==> src/rtl/erx_cfg.svh <==
`ifndef ERX_CFG_SVH
`define ERX_CFG_SVH
// Register byte offsets
`define ERX_OFS_CHAN_CFG     12'h000
`define ERX_OFS_RX_CFG_A     12'h004
`define ERX_OFS_RX_CFG_B     12'h008
`define ERX_OFS_RX_CFG_C     12'h00C
`define ERX_OFS_STATUS       12'h010
`define ERX_OFS_RX_DATA      12'h014
// Field positions
`define ERX_BIT_LINE_MODE    0
`define ERX_BIT_TERM_EXT     2
`define ERX_BIT_RES_SEL      4
`define ERX_BIT_RX_CODE      2
// Reset values
`define ERX_RST_CHAN_CFG     8'h00
`define ERX_RST_RX_CFG_A     8'h04
`define ERX_RST_RX_CFG_B     8'h00
`define ERX_RST_RX_CFG_C     8'h00
// Timing: bit period 488 ns (2.048 Mbit/s), recovered as 48 cycles (480 ns) of the 10 ns clock
`define ERX_BIT_NS           488
`define ERX_CLK_NS           10
`define ERX_BIT_CYC          (`ERX_BIT_NS / `ERX_CLK_NS)
`define ERX_LOCK_WIN         6
`endif

==> src/rtl/erx_pkg.sv <==
package erx_pkg;
	typedef enum logic [1:0] {
		ERX_OUT_SR_NRZ  = 2'b00,
		ERX_OUT_DR_NRZ  = 2'b01,
		ERX_OUT_DR_RZ   = 2'b10,
		ERX_OUT_DR_SLC  = 2'b11
	} erx_out_mode_e;
	typedef enum logic [1:0] {
		ERX_TERM_EXT    = 2'b00,
		ERX_TERM_PART   = 2'b01,
		ERX_TERM_FULL   = 2'b10
	} erx_term_e;
	typedef enum logic [1:0] {
		ERX_GAIN_0DB    = 2'b00,
		ERX_GAIN_20DB   = 2'b01,
		ERX_GAIN_26DB   = 2'b10,
		ERX_GAIN_32DB   = 2'b11
	} erx_gain_e;
endpackage : erx_pkg

==> src/rtl/erx_rx_path.sv <==
`timescale 1ns/1ps
`include "erx_cfg.svh"
module erx_rx_path
	import erx_pkg::*;
#(
	parameter int FIFO_DEPTH = 32
) (
	// APB slave
	input  wire logic        pclk,
	input  wire logic        presetn,
	input  wire logic        psel,
	input  wire logic        penable,
	input  wire logic        pwrite,
	input  wire logic [11:0] paddr,
	input  wire logic [31:0] pwdata,
	output logic      [31:0] prdata,
	output logic             pready,
	output logic             pslverr,
	// Global pins
	input  wire logic        hw_mode_select_enable_pin,
	input  wire logic        hw_mode_select_pin,
	input  wire logic        global_rx_impedance_pin,
	// Sliced line marks
	input  wire logic        rx_line_pos_input,
	input  wire logic        rx_line_neg_input,
	// Analog controls
	output logic      [1:0]  internal_term_resistor,
	output erx_term_e        term_mode,
	output erx_gain_e        monitor_gain,
	output logic             line_mode_e1,
	// System output
	output logic             rx_clk_out,
	output logic             rx_data_pos,
	output logic             rx_data_neg,
	output logic             rx_data_valid,
	input  wire logic        rx_data_ready
);
	logic [7:0]  chan_cfg_reg, chan_cfg_next;
	logic [7:0]  rx_cfg_a_reg, rx_cfg_a_next;
	logic [7:0]  rx_cfg_b_reg, rx_cfg_b_next;
	logic [7:0]  rx_cfg_c_reg, rx_cfg_c_next;
	logic [31:0] prdata_reg, prdata_next;
	logic [4:0]  psync_reg, nsync_reg;
	logic [2:0]  p_s1, p_s2;
	logic [7:0]  phase_reg, phase_next;
	logic        clk_reg, clk_next;
	logic        tick;
	logic [3:0]  shp_reg, shp_next, shn_reg, shn_next;
	logic        lastpol_reg, lastpol_next;
	logic        dp_reg, dp_next, dn_reg, dn_next, vld_reg, vld_next;
	logic        fifo_in_ready, fifo_out_valid;
	logic [1:0]  fifo_out_data;
	logic [5:0]  fifo_level;
	logic        hdb3, decode_on;
	erx_out_mode_e out_mode;
	logic        apb_hit, pos_s, neg_s, edge_seen, mark, prev_pol;

	// Two-stage synchronisers for pins
	always_ff @(posedge pclk or negedge presetn) begin
		if (!presetn) begin
			p_s1 <= 3'h7;
			p_s2 <= 3'h7;
			psync_reg <= 5'h00;
		end else begin
			p_s1 <= {hw_mode_select_enable_pin, hw_mode_select_pin, global_rx_impedance_pin};
			p_s2 <= p_s1;
			psync_reg <= {psync_reg[3:0], rx_line_pos_input};
		end
	end
	always_ff @(posedge pclk or negedge presetn) begin
		if (!presetn) begin
			nsync_reg <= 5'h00;
		end else begin
			nsync_reg <= {nsync_reg[3:0], rx_line_neg_input};
		end
	end
	assign pos_s = psync_reg[1];
	assign neg_s = nsync_reg[1];
	assign mark  = pos_s | neg_s;
	assign edge_seen = mark & ~(psync_reg[2] | nsync_reg[2]);

	// Mode and termination decode
	always_comb begin
		line_mode_e1 = p_s2[2] ? ~p_s2[1] : chan_cfg_reg[`ERX_BIT_LINE_MODE];
		internal_term_resistor = rx_cfg_a_reg[1:0];
		if (!p_s2[0]) begin
			term_mode = ERX_TERM_EXT;
			internal_term_resistor = 2'h0;
		end else if (rx_cfg_a_reg[`ERX_BIT_TERM_EXT]) begin
			term_mode = ERX_TERM_EXT;
			internal_term_resistor = 2'h0;
		end else begin
			term_mode = rx_cfg_a_reg[`ERX_BIT_RES_SEL] ? ERX_TERM_FULL : ERX_TERM_PART;
		end
		monitor_gain = erx_gain_e'(rx_cfg_c_reg[1:0]);
		out_mode = erx_out_mode_e'(rx_cfg_b_reg[1:0]);
		hdb3 = rx_cfg_b_reg[`ERX_BIT_RX_CODE];
		decode_on = (out_mode == ERX_OUT_SR_NRZ);
	end

	// APB register file, zero wait
	always_comb begin
		apb_hit = psel && penable;
		chan_cfg_next = chan_cfg_reg;
		rx_cfg_a_next = rx_cfg_a_reg;
		rx_cfg_b_next = rx_cfg_b_reg;
		rx_cfg_c_next = rx_cfg_c_reg;
		prdata_next = prdata_reg;
		if (psel && !penable && !pwrite) begin
			unique case (paddr)
				`ERX_OFS_CHAN_CFG: prdata_next = {24'h000000, chan_cfg_reg};
				`ERX_OFS_RX_CFG_A: prdata_next = {24'h000000, rx_cfg_a_reg};
				`ERX_OFS_RX_CFG_B: prdata_next = {24'h000000, rx_cfg_b_reg};
				`ERX_OFS_RX_CFG_C: prdata_next = {24'h000000, rx_cfg_c_reg};
				`ERX_OFS_STATUS:   prdata_next = {22'h000000, fifo_level, term_mode,
					line_mode_e1, fifo_out_valid};
				`ERX_OFS_RX_DATA:  prdata_next = {29'h00000000, fifo_out_valid, fifo_out_data};
				default:           prdata_next = 32'h00000000;
			endcase
		end
		if (apb_hit && pwrite) begin
			unique case (paddr)
				`ERX_OFS_CHAN_CFG: chan_cfg_next = {7'h00, pwdata[0]};
				`ERX_OFS_RX_CFG_A: rx_cfg_a_next = {3'h0, pwdata[4], 1'b0, pwdata[2:0]};
				`ERX_OFS_RX_CFG_B: rx_cfg_b_next = {5'h00, pwdata[2:0]};
				`ERX_OFS_RX_CFG_C: rx_cfg_c_next = {6'h00, pwdata[1:0]};
				default:           ;
			endcase
		end
	end
	assign prdata  = prdata_reg;
	assign pready  = 1'b1;
	assign pslverr = apb_hit && !(paddr <= `ERX_OFS_RX_DATA && paddr[1:0] == 2'b00);

	always_ff @(posedge pclk or negedge presetn) begin
		if (!presetn) begin
			chan_cfg_reg <= `ERX_RST_CHAN_CFG;
			rx_cfg_a_reg <= `ERX_RST_RX_CFG_A;
			rx_cfg_b_reg <= `ERX_RST_RX_CFG_B;
			rx_cfg_c_reg <= `ERX_RST_RX_CFG_C;
			prdata_reg   <= 32'h00000000;
		end else begin
			chan_cfg_reg <= chan_cfg_next;
			rx_cfg_a_reg <= rx_cfg_a_next;
			rx_cfg_b_reg <= rx_cfg_b_next;
			rx_cfg_c_reg <= rx_cfg_c_next;
			prdata_reg   <= prdata_next;
		end
	end

	// Clock recovery: free-running bit counter realigned by pulses
	always_comb begin
		phase_next = phase_reg + 8'h01;
		tick = 1'b0;
		if (edge_seen) begin
			phase_next = 8'(`ERX_BIT_CYC / 2);
		end else if (phase_reg == 8'(`ERX_BIT_CYC - 1)) begin
			phase_next = 8'h00;
			tick = 1'b1;
		end
		// Toggle only at natural crossings so a realign never cuts a pulse short
		clk_next = clk_reg;
		if (tick) begin
			clk_next = 1'b1;
		end else if (!edge_seen && phase_reg == 8'(`ERX_BIT_CYC / 2 - 1)) begin
			clk_next = 1'b0;
		end
	end

	// Decoder: four-symbol window, oldest symbol emitted each bit in ERX_OUT_SR_NRZ; the dual-rail modes pass the arriving symbol
	always_comb begin
		shp_next = shp_reg;
		shn_next = shn_reg;
		lastpol_next = lastpol_reg;
		dp_next = 1'b0;
		dn_next = 1'b0;
		vld_next = 1'b0;
		// Polarity of the newest mark before the arriving symbol
		if (shp_reg[0] | shn_reg[0]) begin
			prev_pol = shp_reg[0];
		end else if (shp_reg[1] | shn_reg[1]) begin
			prev_pol = shp_reg[1];
		end else if (shp_reg[2] | shn_reg[2]) begin
			prev_pol = shp_reg[2];
		end else if (shp_reg[3] | shn_reg[3]) begin
			prev_pol = shp_reg[3];
		end else begin
			prev_pol = lastpol_reg;
		end
		if (tick && !rx_data_valid_block()) begin
			shp_next = {shp_reg[2:0], pos_s};
			shn_next = {shn_reg[2:0], neg_s};
			if (decode_on) begin
				dp_next = shp_reg[3] | shn_reg[3];
				vld_next = 1'b1;
				if (shp_reg[3] | shn_reg[3]) begin
					lastpol_next = shp_reg[3];
				end
				if (hdb3 && (pos_s | neg_s) && (pos_s == prev_pol)) begin
					// Oldest symbol still leaves; the three held and the violation become zeros
					shp_next = 4'h0;
					shn_next = 4'h0;
					lastpol_next = pos_s;
				end
			end else begin
				dp_next = pos_s;
				dn_next = neg_s;
				vld_next = 1'b1;
			end
		end
	end

	function automatic logic rx_data_valid_block();
		return !fifo_in_ready;
	endfunction

	always_ff @(posedge pclk or negedge presetn) begin
		if (!presetn) begin
			phase_reg <= 8'h00;
			clk_reg <= 1'b0;
			shp_reg <= 4'h0;
			shn_reg <= 4'h0;
			lastpol_reg <= 1'b0;
			dp_reg <= 1'b0;
			dn_reg <= 1'b0;
			vld_reg <= 1'b0;
		end else begin
			phase_reg <= phase_next;
			clk_reg <= clk_next;
			shp_reg <= shp_next;
			shn_reg <= shn_next;
			lastpol_reg <= lastpol_next;
			dp_reg <= dp_next;
			dn_reg <= dn_next;
			vld_reg <= vld_next;
		end
	end
	assign rx_clk_out = clk_reg;

	erx_fifo #(.WIDTH(2), .DEPTH(FIFO_DEPTH)) u_fifo (
		.pclk      (pclk),
		.presetn   (presetn),
		.in_valid  (vld_reg),
		.in_ready  (fifo_in_ready),
		.in_data   ({dp_reg, dn_reg}),
		.out_valid (fifo_out_valid),
		.out_ready (rx_data_ready),
		.out_data  (fifo_out_data),
		.level     (fifo_level)
	);
	assign rx_data_valid = fifo_out_valid;
	assign rx_data_pos   = fifo_out_data[1];
	assign rx_data_neg   = fifo_out_data[0];
endmodule : erx_rx_path

==> src/rtl/erx_fifo.sv <==
`timescale 1ns/1ps
module erx_fifo #(
	parameter int WIDTH = 8,
	parameter int DEPTH = 32
) (
	// Clock and reset
	input  wire logic             pclk,
	input  wire logic             presetn,
	// Fill side
	input  wire logic             in_valid,
	output logic                  in_ready,
	input  wire logic [WIDTH-1:0] in_data,
	// Drain side
	output logic                  out_valid,
	input  wire logic             out_ready,
	output logic      [WIDTH-1:0] out_data,
	output logic      [$clog2(DEPTH):0] level
);
	localparam int AW = $clog2(DEPTH);
	logic [WIDTH-1:0] mem [DEPTH];
	logic [AW-1:0]    wr_reg, wr_next, rd_reg, rd_next;
	logic [AW:0]      cnt_reg, cnt_next;
	logic             push, pop;

	// Flags and pointer arithmetic
	always_comb begin
		in_ready  = (cnt_reg != (AW+1)'(DEPTH));
		out_valid = (cnt_reg != '0);
		push      = in_valid && in_ready;
		pop       = out_valid && out_ready;
		wr_next   = push ? wr_reg + 1'b1 : wr_reg;
		rd_next   = pop ? rd_reg + 1'b1 : rd_reg;
		cnt_next  = cnt_reg + (AW+1)'(push) - (AW+1)'(pop);
		out_data  = mem[rd_reg];
		level     = cnt_reg;
	end

	// Pointer registers
	always_ff @(posedge pclk or negedge presetn) begin
		if (!presetn) begin
			wr_reg  <= '0;
			rd_reg  <= '0;
			cnt_reg <= '0;
		end else begin
			wr_reg  <= wr_next;
			rd_reg  <= rd_next;
			cnt_reg <= cnt_next;
		end
	end

	// Storage
	always_ff @(posedge pclk) begin
		if (push) begin
			mem[wr_reg] <= in_data;
		end
	end
endmodule : erx_fifo

==> config.mk <==
export PLATFORM = sky130hd
export DESIGN_NAME = erx_rx_path
export DESIGN_NICKNAME = d
export VERILOG_FILES = /design/src/rtl/erx_pkg.sv /design/src/rtl/erx_rx_path.sv /design/src/rtl/erx_fifo.sv
export VERILOG_INCLUDE_DIRS = /design/src /design/src/rtl
export SDC_FILE = /design/constraint.sdc
export NUM_CORES = 1
export LEC_CHECK = 0
export ABC_CLOCK_PERIOD_IN_PS = 5900
export BUFFER_PORTS_ARGS = -buffer_cell sky130_fd_sc_hd__buf_2
export CORE_ASPECT_RATIO = 1.1
export CORE_MARGIN = 5
export CORE_UTILIZATION = 60
export DETAILED_ROUTE_END_ITERATION = 10
export PLACE_DENSITY = 0.84
export RECOVER_POWER = 25
export SLEW_MARGIN = 25
export SYNTH_ARGS = -nofsm -noshare
export SYNTH_HDL_FRONTEND = slang
export SYNTH_HIERARCHICAL = 1
export SYNTH_SLANG_ARGS = --single-unit
==> constraint.sdc <==
create_clock -name pclk -period 5.9 [get_ports pclk]
set_input_delay 1.18 -clock pclk [delete_from_list [all_inputs] [get_ports pclk]]
set_output_delay 1.18 -clock pclk [all_outputs]
set_load 0.02 [all_outputs]
==> summary.md <==
| Metric | Value |
|---|---|
| Critical path arrival | 2.91 ns |
| Die height | 116.3 µm |
| Number of synthesized flops with an enable pin | 64 |
| Synth Area per Inst | 12.66 µm² |
| Reg2reg start | u_fifo/level[4]$_DFF_PN0_ |
| Ranking of synthesized cells by area | edfxtp_1, dfrtp_1, mux4_1 |
| Placed instance area | 6367 µm² |
| WL final | 12620 µm |
| Most instantiated cells after synthesis | edfxtp_1, dfrtp_1, nor2_1, nand2_1, buf_4 |
| RSZ-0062 raised after global routing | false |
| R2R depth | 12 |
| Max Cap Viol | 1 |
| Final nets | 607 |
| Crit path max-delay cell type | dfrtp_1 |
| Postcts setup bufs | 0 |
| Worst path max stage delay | 0.79 ns |
| Die area | 12410 µm² |
| Avg WL per Cell | 18.86 µm |
| Tcrit/Tclk final | 69.30% |
| Via-to-Cell Ratio | 6.051 |
| Boundary pin count | 100 |
| Critical Path Sink Type | output port |
| Clk_lat worst skew | 0.53 ns |
| Gpl congestion | 0.8207 |
| Required time worst endpoint | 4.72 ns |
| Peak Freq | 244.6 MHz |
| Row count | 38 |
| Pin count of the biggest net entering global routing | 70 |
| Synth Register Bits | 133 |
| Rel. slew slack | -138.9% |
| Grt ovf | 0 |
| Port Buf Inserts | 48 |
| Root buf cell | clkbuf_8 |
| Initial drt markers | 318 |
| Synth top area share | 31.17% |
| Sink Count | 133 |
| CP cell instances | buf_4, mux4_1, nand2_1, and4b_1, a31oi_1, buf_2 |
| First-pass GRT wire length | 20390 µm |
| Reg-to-reg slack, setup | 2.96 ns |
| Dpl hpwl | 8052 µm |
| Largest register FFs | 64 |
| Min-delay worst type | reg2reg |
| Post-Synthesis Cells | 487 |
| Seq/Total Area, Yosys | 59.31% |
| Initial antenna violation count | 0 |
| Synth area leader | edfxtp_1 |
| Worst-margin pin slew | 3.583 ns |
| Diode count | 0 |
| Core Box Area | 9937 µm² |
| Vias in the first global route | 4101 |
| Mapped Area | 6166 µm² |
| VDD IR-drop max | 221.1 µV |
| Fin util | 70.05% |
| Hold Buf Count CTS | 0 |
| Worst-path maximum fanout | 14 |
| Failing checks | max-capacitance violations, max-slew violations |
| Antenna Violating Nets Remaining | 0 |
| Fin. max-slew vios | 70 |
| Finished Layout Cells | 669 |
| Global Route Usage Sum | 21.61% |
| Setup_tns | 0 ns |
| Final instance area | 6960 µm² |
| Synth Flop Type | edfxtp_1 |
| Final Skew | 0.008871 ns |
| Drt drc | 0 |
| # H-tree levels | 4 |
| CTS tree | built |
| Resize count post-CTS | 0 |
| Static leakage | 0.003073 µW |
| Most frequent cell after synthesis | edfxtp_1 |
| Hold Crit Endpoint | psync_reg[1]$_DFF_PN0_ |
| Fin. Hold Viols | 0 |
| TritonCTS Buffers | 17 |
| Starting density of the core | 62.05% |
| Worst setup SP type | flop |
| Fin Hold WS | 0.3503 ns |
| Hold depth | 0 |
| Clock-pin slew on the worst setup and hold paths | 0.06 ns |
| DR pass1 iterations | 6 |
| Post-synth ARST share | 51.88% |
| Layout cell share with drive strength beyond 1 | 20.58% |
| Period minus WS final | 4.089 ns |
| Die span in x | 106.7 µm |
| HP Start | psync_reg[0]$_DFF_PN0_ |
| Setup CP Type | reg2out |
| Worst-case clock buffer depth | 2 |
| Power Density | 383.3 nW/µm² |
| Via count | 4048 |
| Placed Cells | 637 |
| FF-to-FF End | u_fifo/level[5]$_DFF_PN0_ |
| Status | finished with violations |
| Synth Warn # | 6 |
| Distinct cells, synth | 65 |
| Final setup fails | 0 |
| Layout area overhead | 12.89% |
==> worst max path at each step <==
stage                            startpoint                 to  slack (ns)
6_report       u_fifo/rd_reg[0]$_DFFE_PN0P_        rx_data_pos        1.81
5_1_grt                             presetn  vld_reg$_DFF_PN0_        1.13
4_1_cts        u_fifo/rd_reg[0]$_DFFE_PN0P_        rx_data_pos        1.78
3_5_place_dp                       paddr[7]            pslverr        2.05
3_3_place_gp                       paddr[7]            pslverr        2.06
2_1_floorplan                      paddr[7]            pslverr        2.27
==> placed cells by master (no fill, tap or decap), drive strengths merged, types with 6 or more instances in the layout <==
cell    instances
mux4           12
dfstp           7
nor2           52
buf            49
conb           23
clkbuf         27
a22o            9
dfrtp          62
ha             15
inv            22
o21ai          19
mux2i          11
nand4           6
nand2          42
a21oi           6
mux2           14
a31oi           6
edfxtp         64
xnor2          11
nand3          12
==> critical path, delay by kind of cell, from the launching register on <==
| kind | cells | cell delay (ns) |
|---|---|---|
| buf+inv | 2 | 0.56 |
| compound gates | 1 | 0.09 |
| flops | 1 | 0.79 |
| mux | 1 | 0.63 |
| simple gates | 2 | 0.31 |
==> cells by family after synthesis <==
kind of cell | after synthesis | synth area share (%)
and+or+nand+nor | 157 | 12.87
DFF | 133 | 59.31
AOI/OAI and AO/OA | 64 | 7.062
buffers and inverters | 63 | 5.925
muxes | 37 | 9.213
adders and majority gates | 16 | 3.369
xor gates and xnor gates | 15 | 2.131
other | 2 | 0.1218
==> metal layers <==
layer	up-vias	track usage [%]	wire [µm]
met5	-	0	0
met4	0	8.951	275
met3	30	6.302	969
met2	196	37.36	6425
met1	2006	25.57	4947
li1	1816	-	-
==> stage by stage <==
stage / power (µW) / setup WS (ns)
after floorplan: 1547 / 2.266
after global placement: 1591 / 2.063
after detailed placement: 1630 / 2.051
after CTS: 2676 / 1.782
after global routing: 2782 / 1.135
final: 2668 / 1.811
==> power by group <==
part	leakage, µW	internal, µW	switching (µW)
registers	0.00163	1040	121
logic	0.00115	217	268
clock network	0.000296	653	372
total	0.00307	1910	761
==> area by class of cell <==
class                   instances  area [µm²]
repair buffers                 50       251.5
flip-flops and latches        133        3657
inverters                      22       82.58
fillers                       612        2977
clock inverters                 6       60.06
well taps                     120       150.1
multi-input cells             312        2228
clock buffers                  26       530.5
Note: power is estimated with default switching activity, not from simulation.
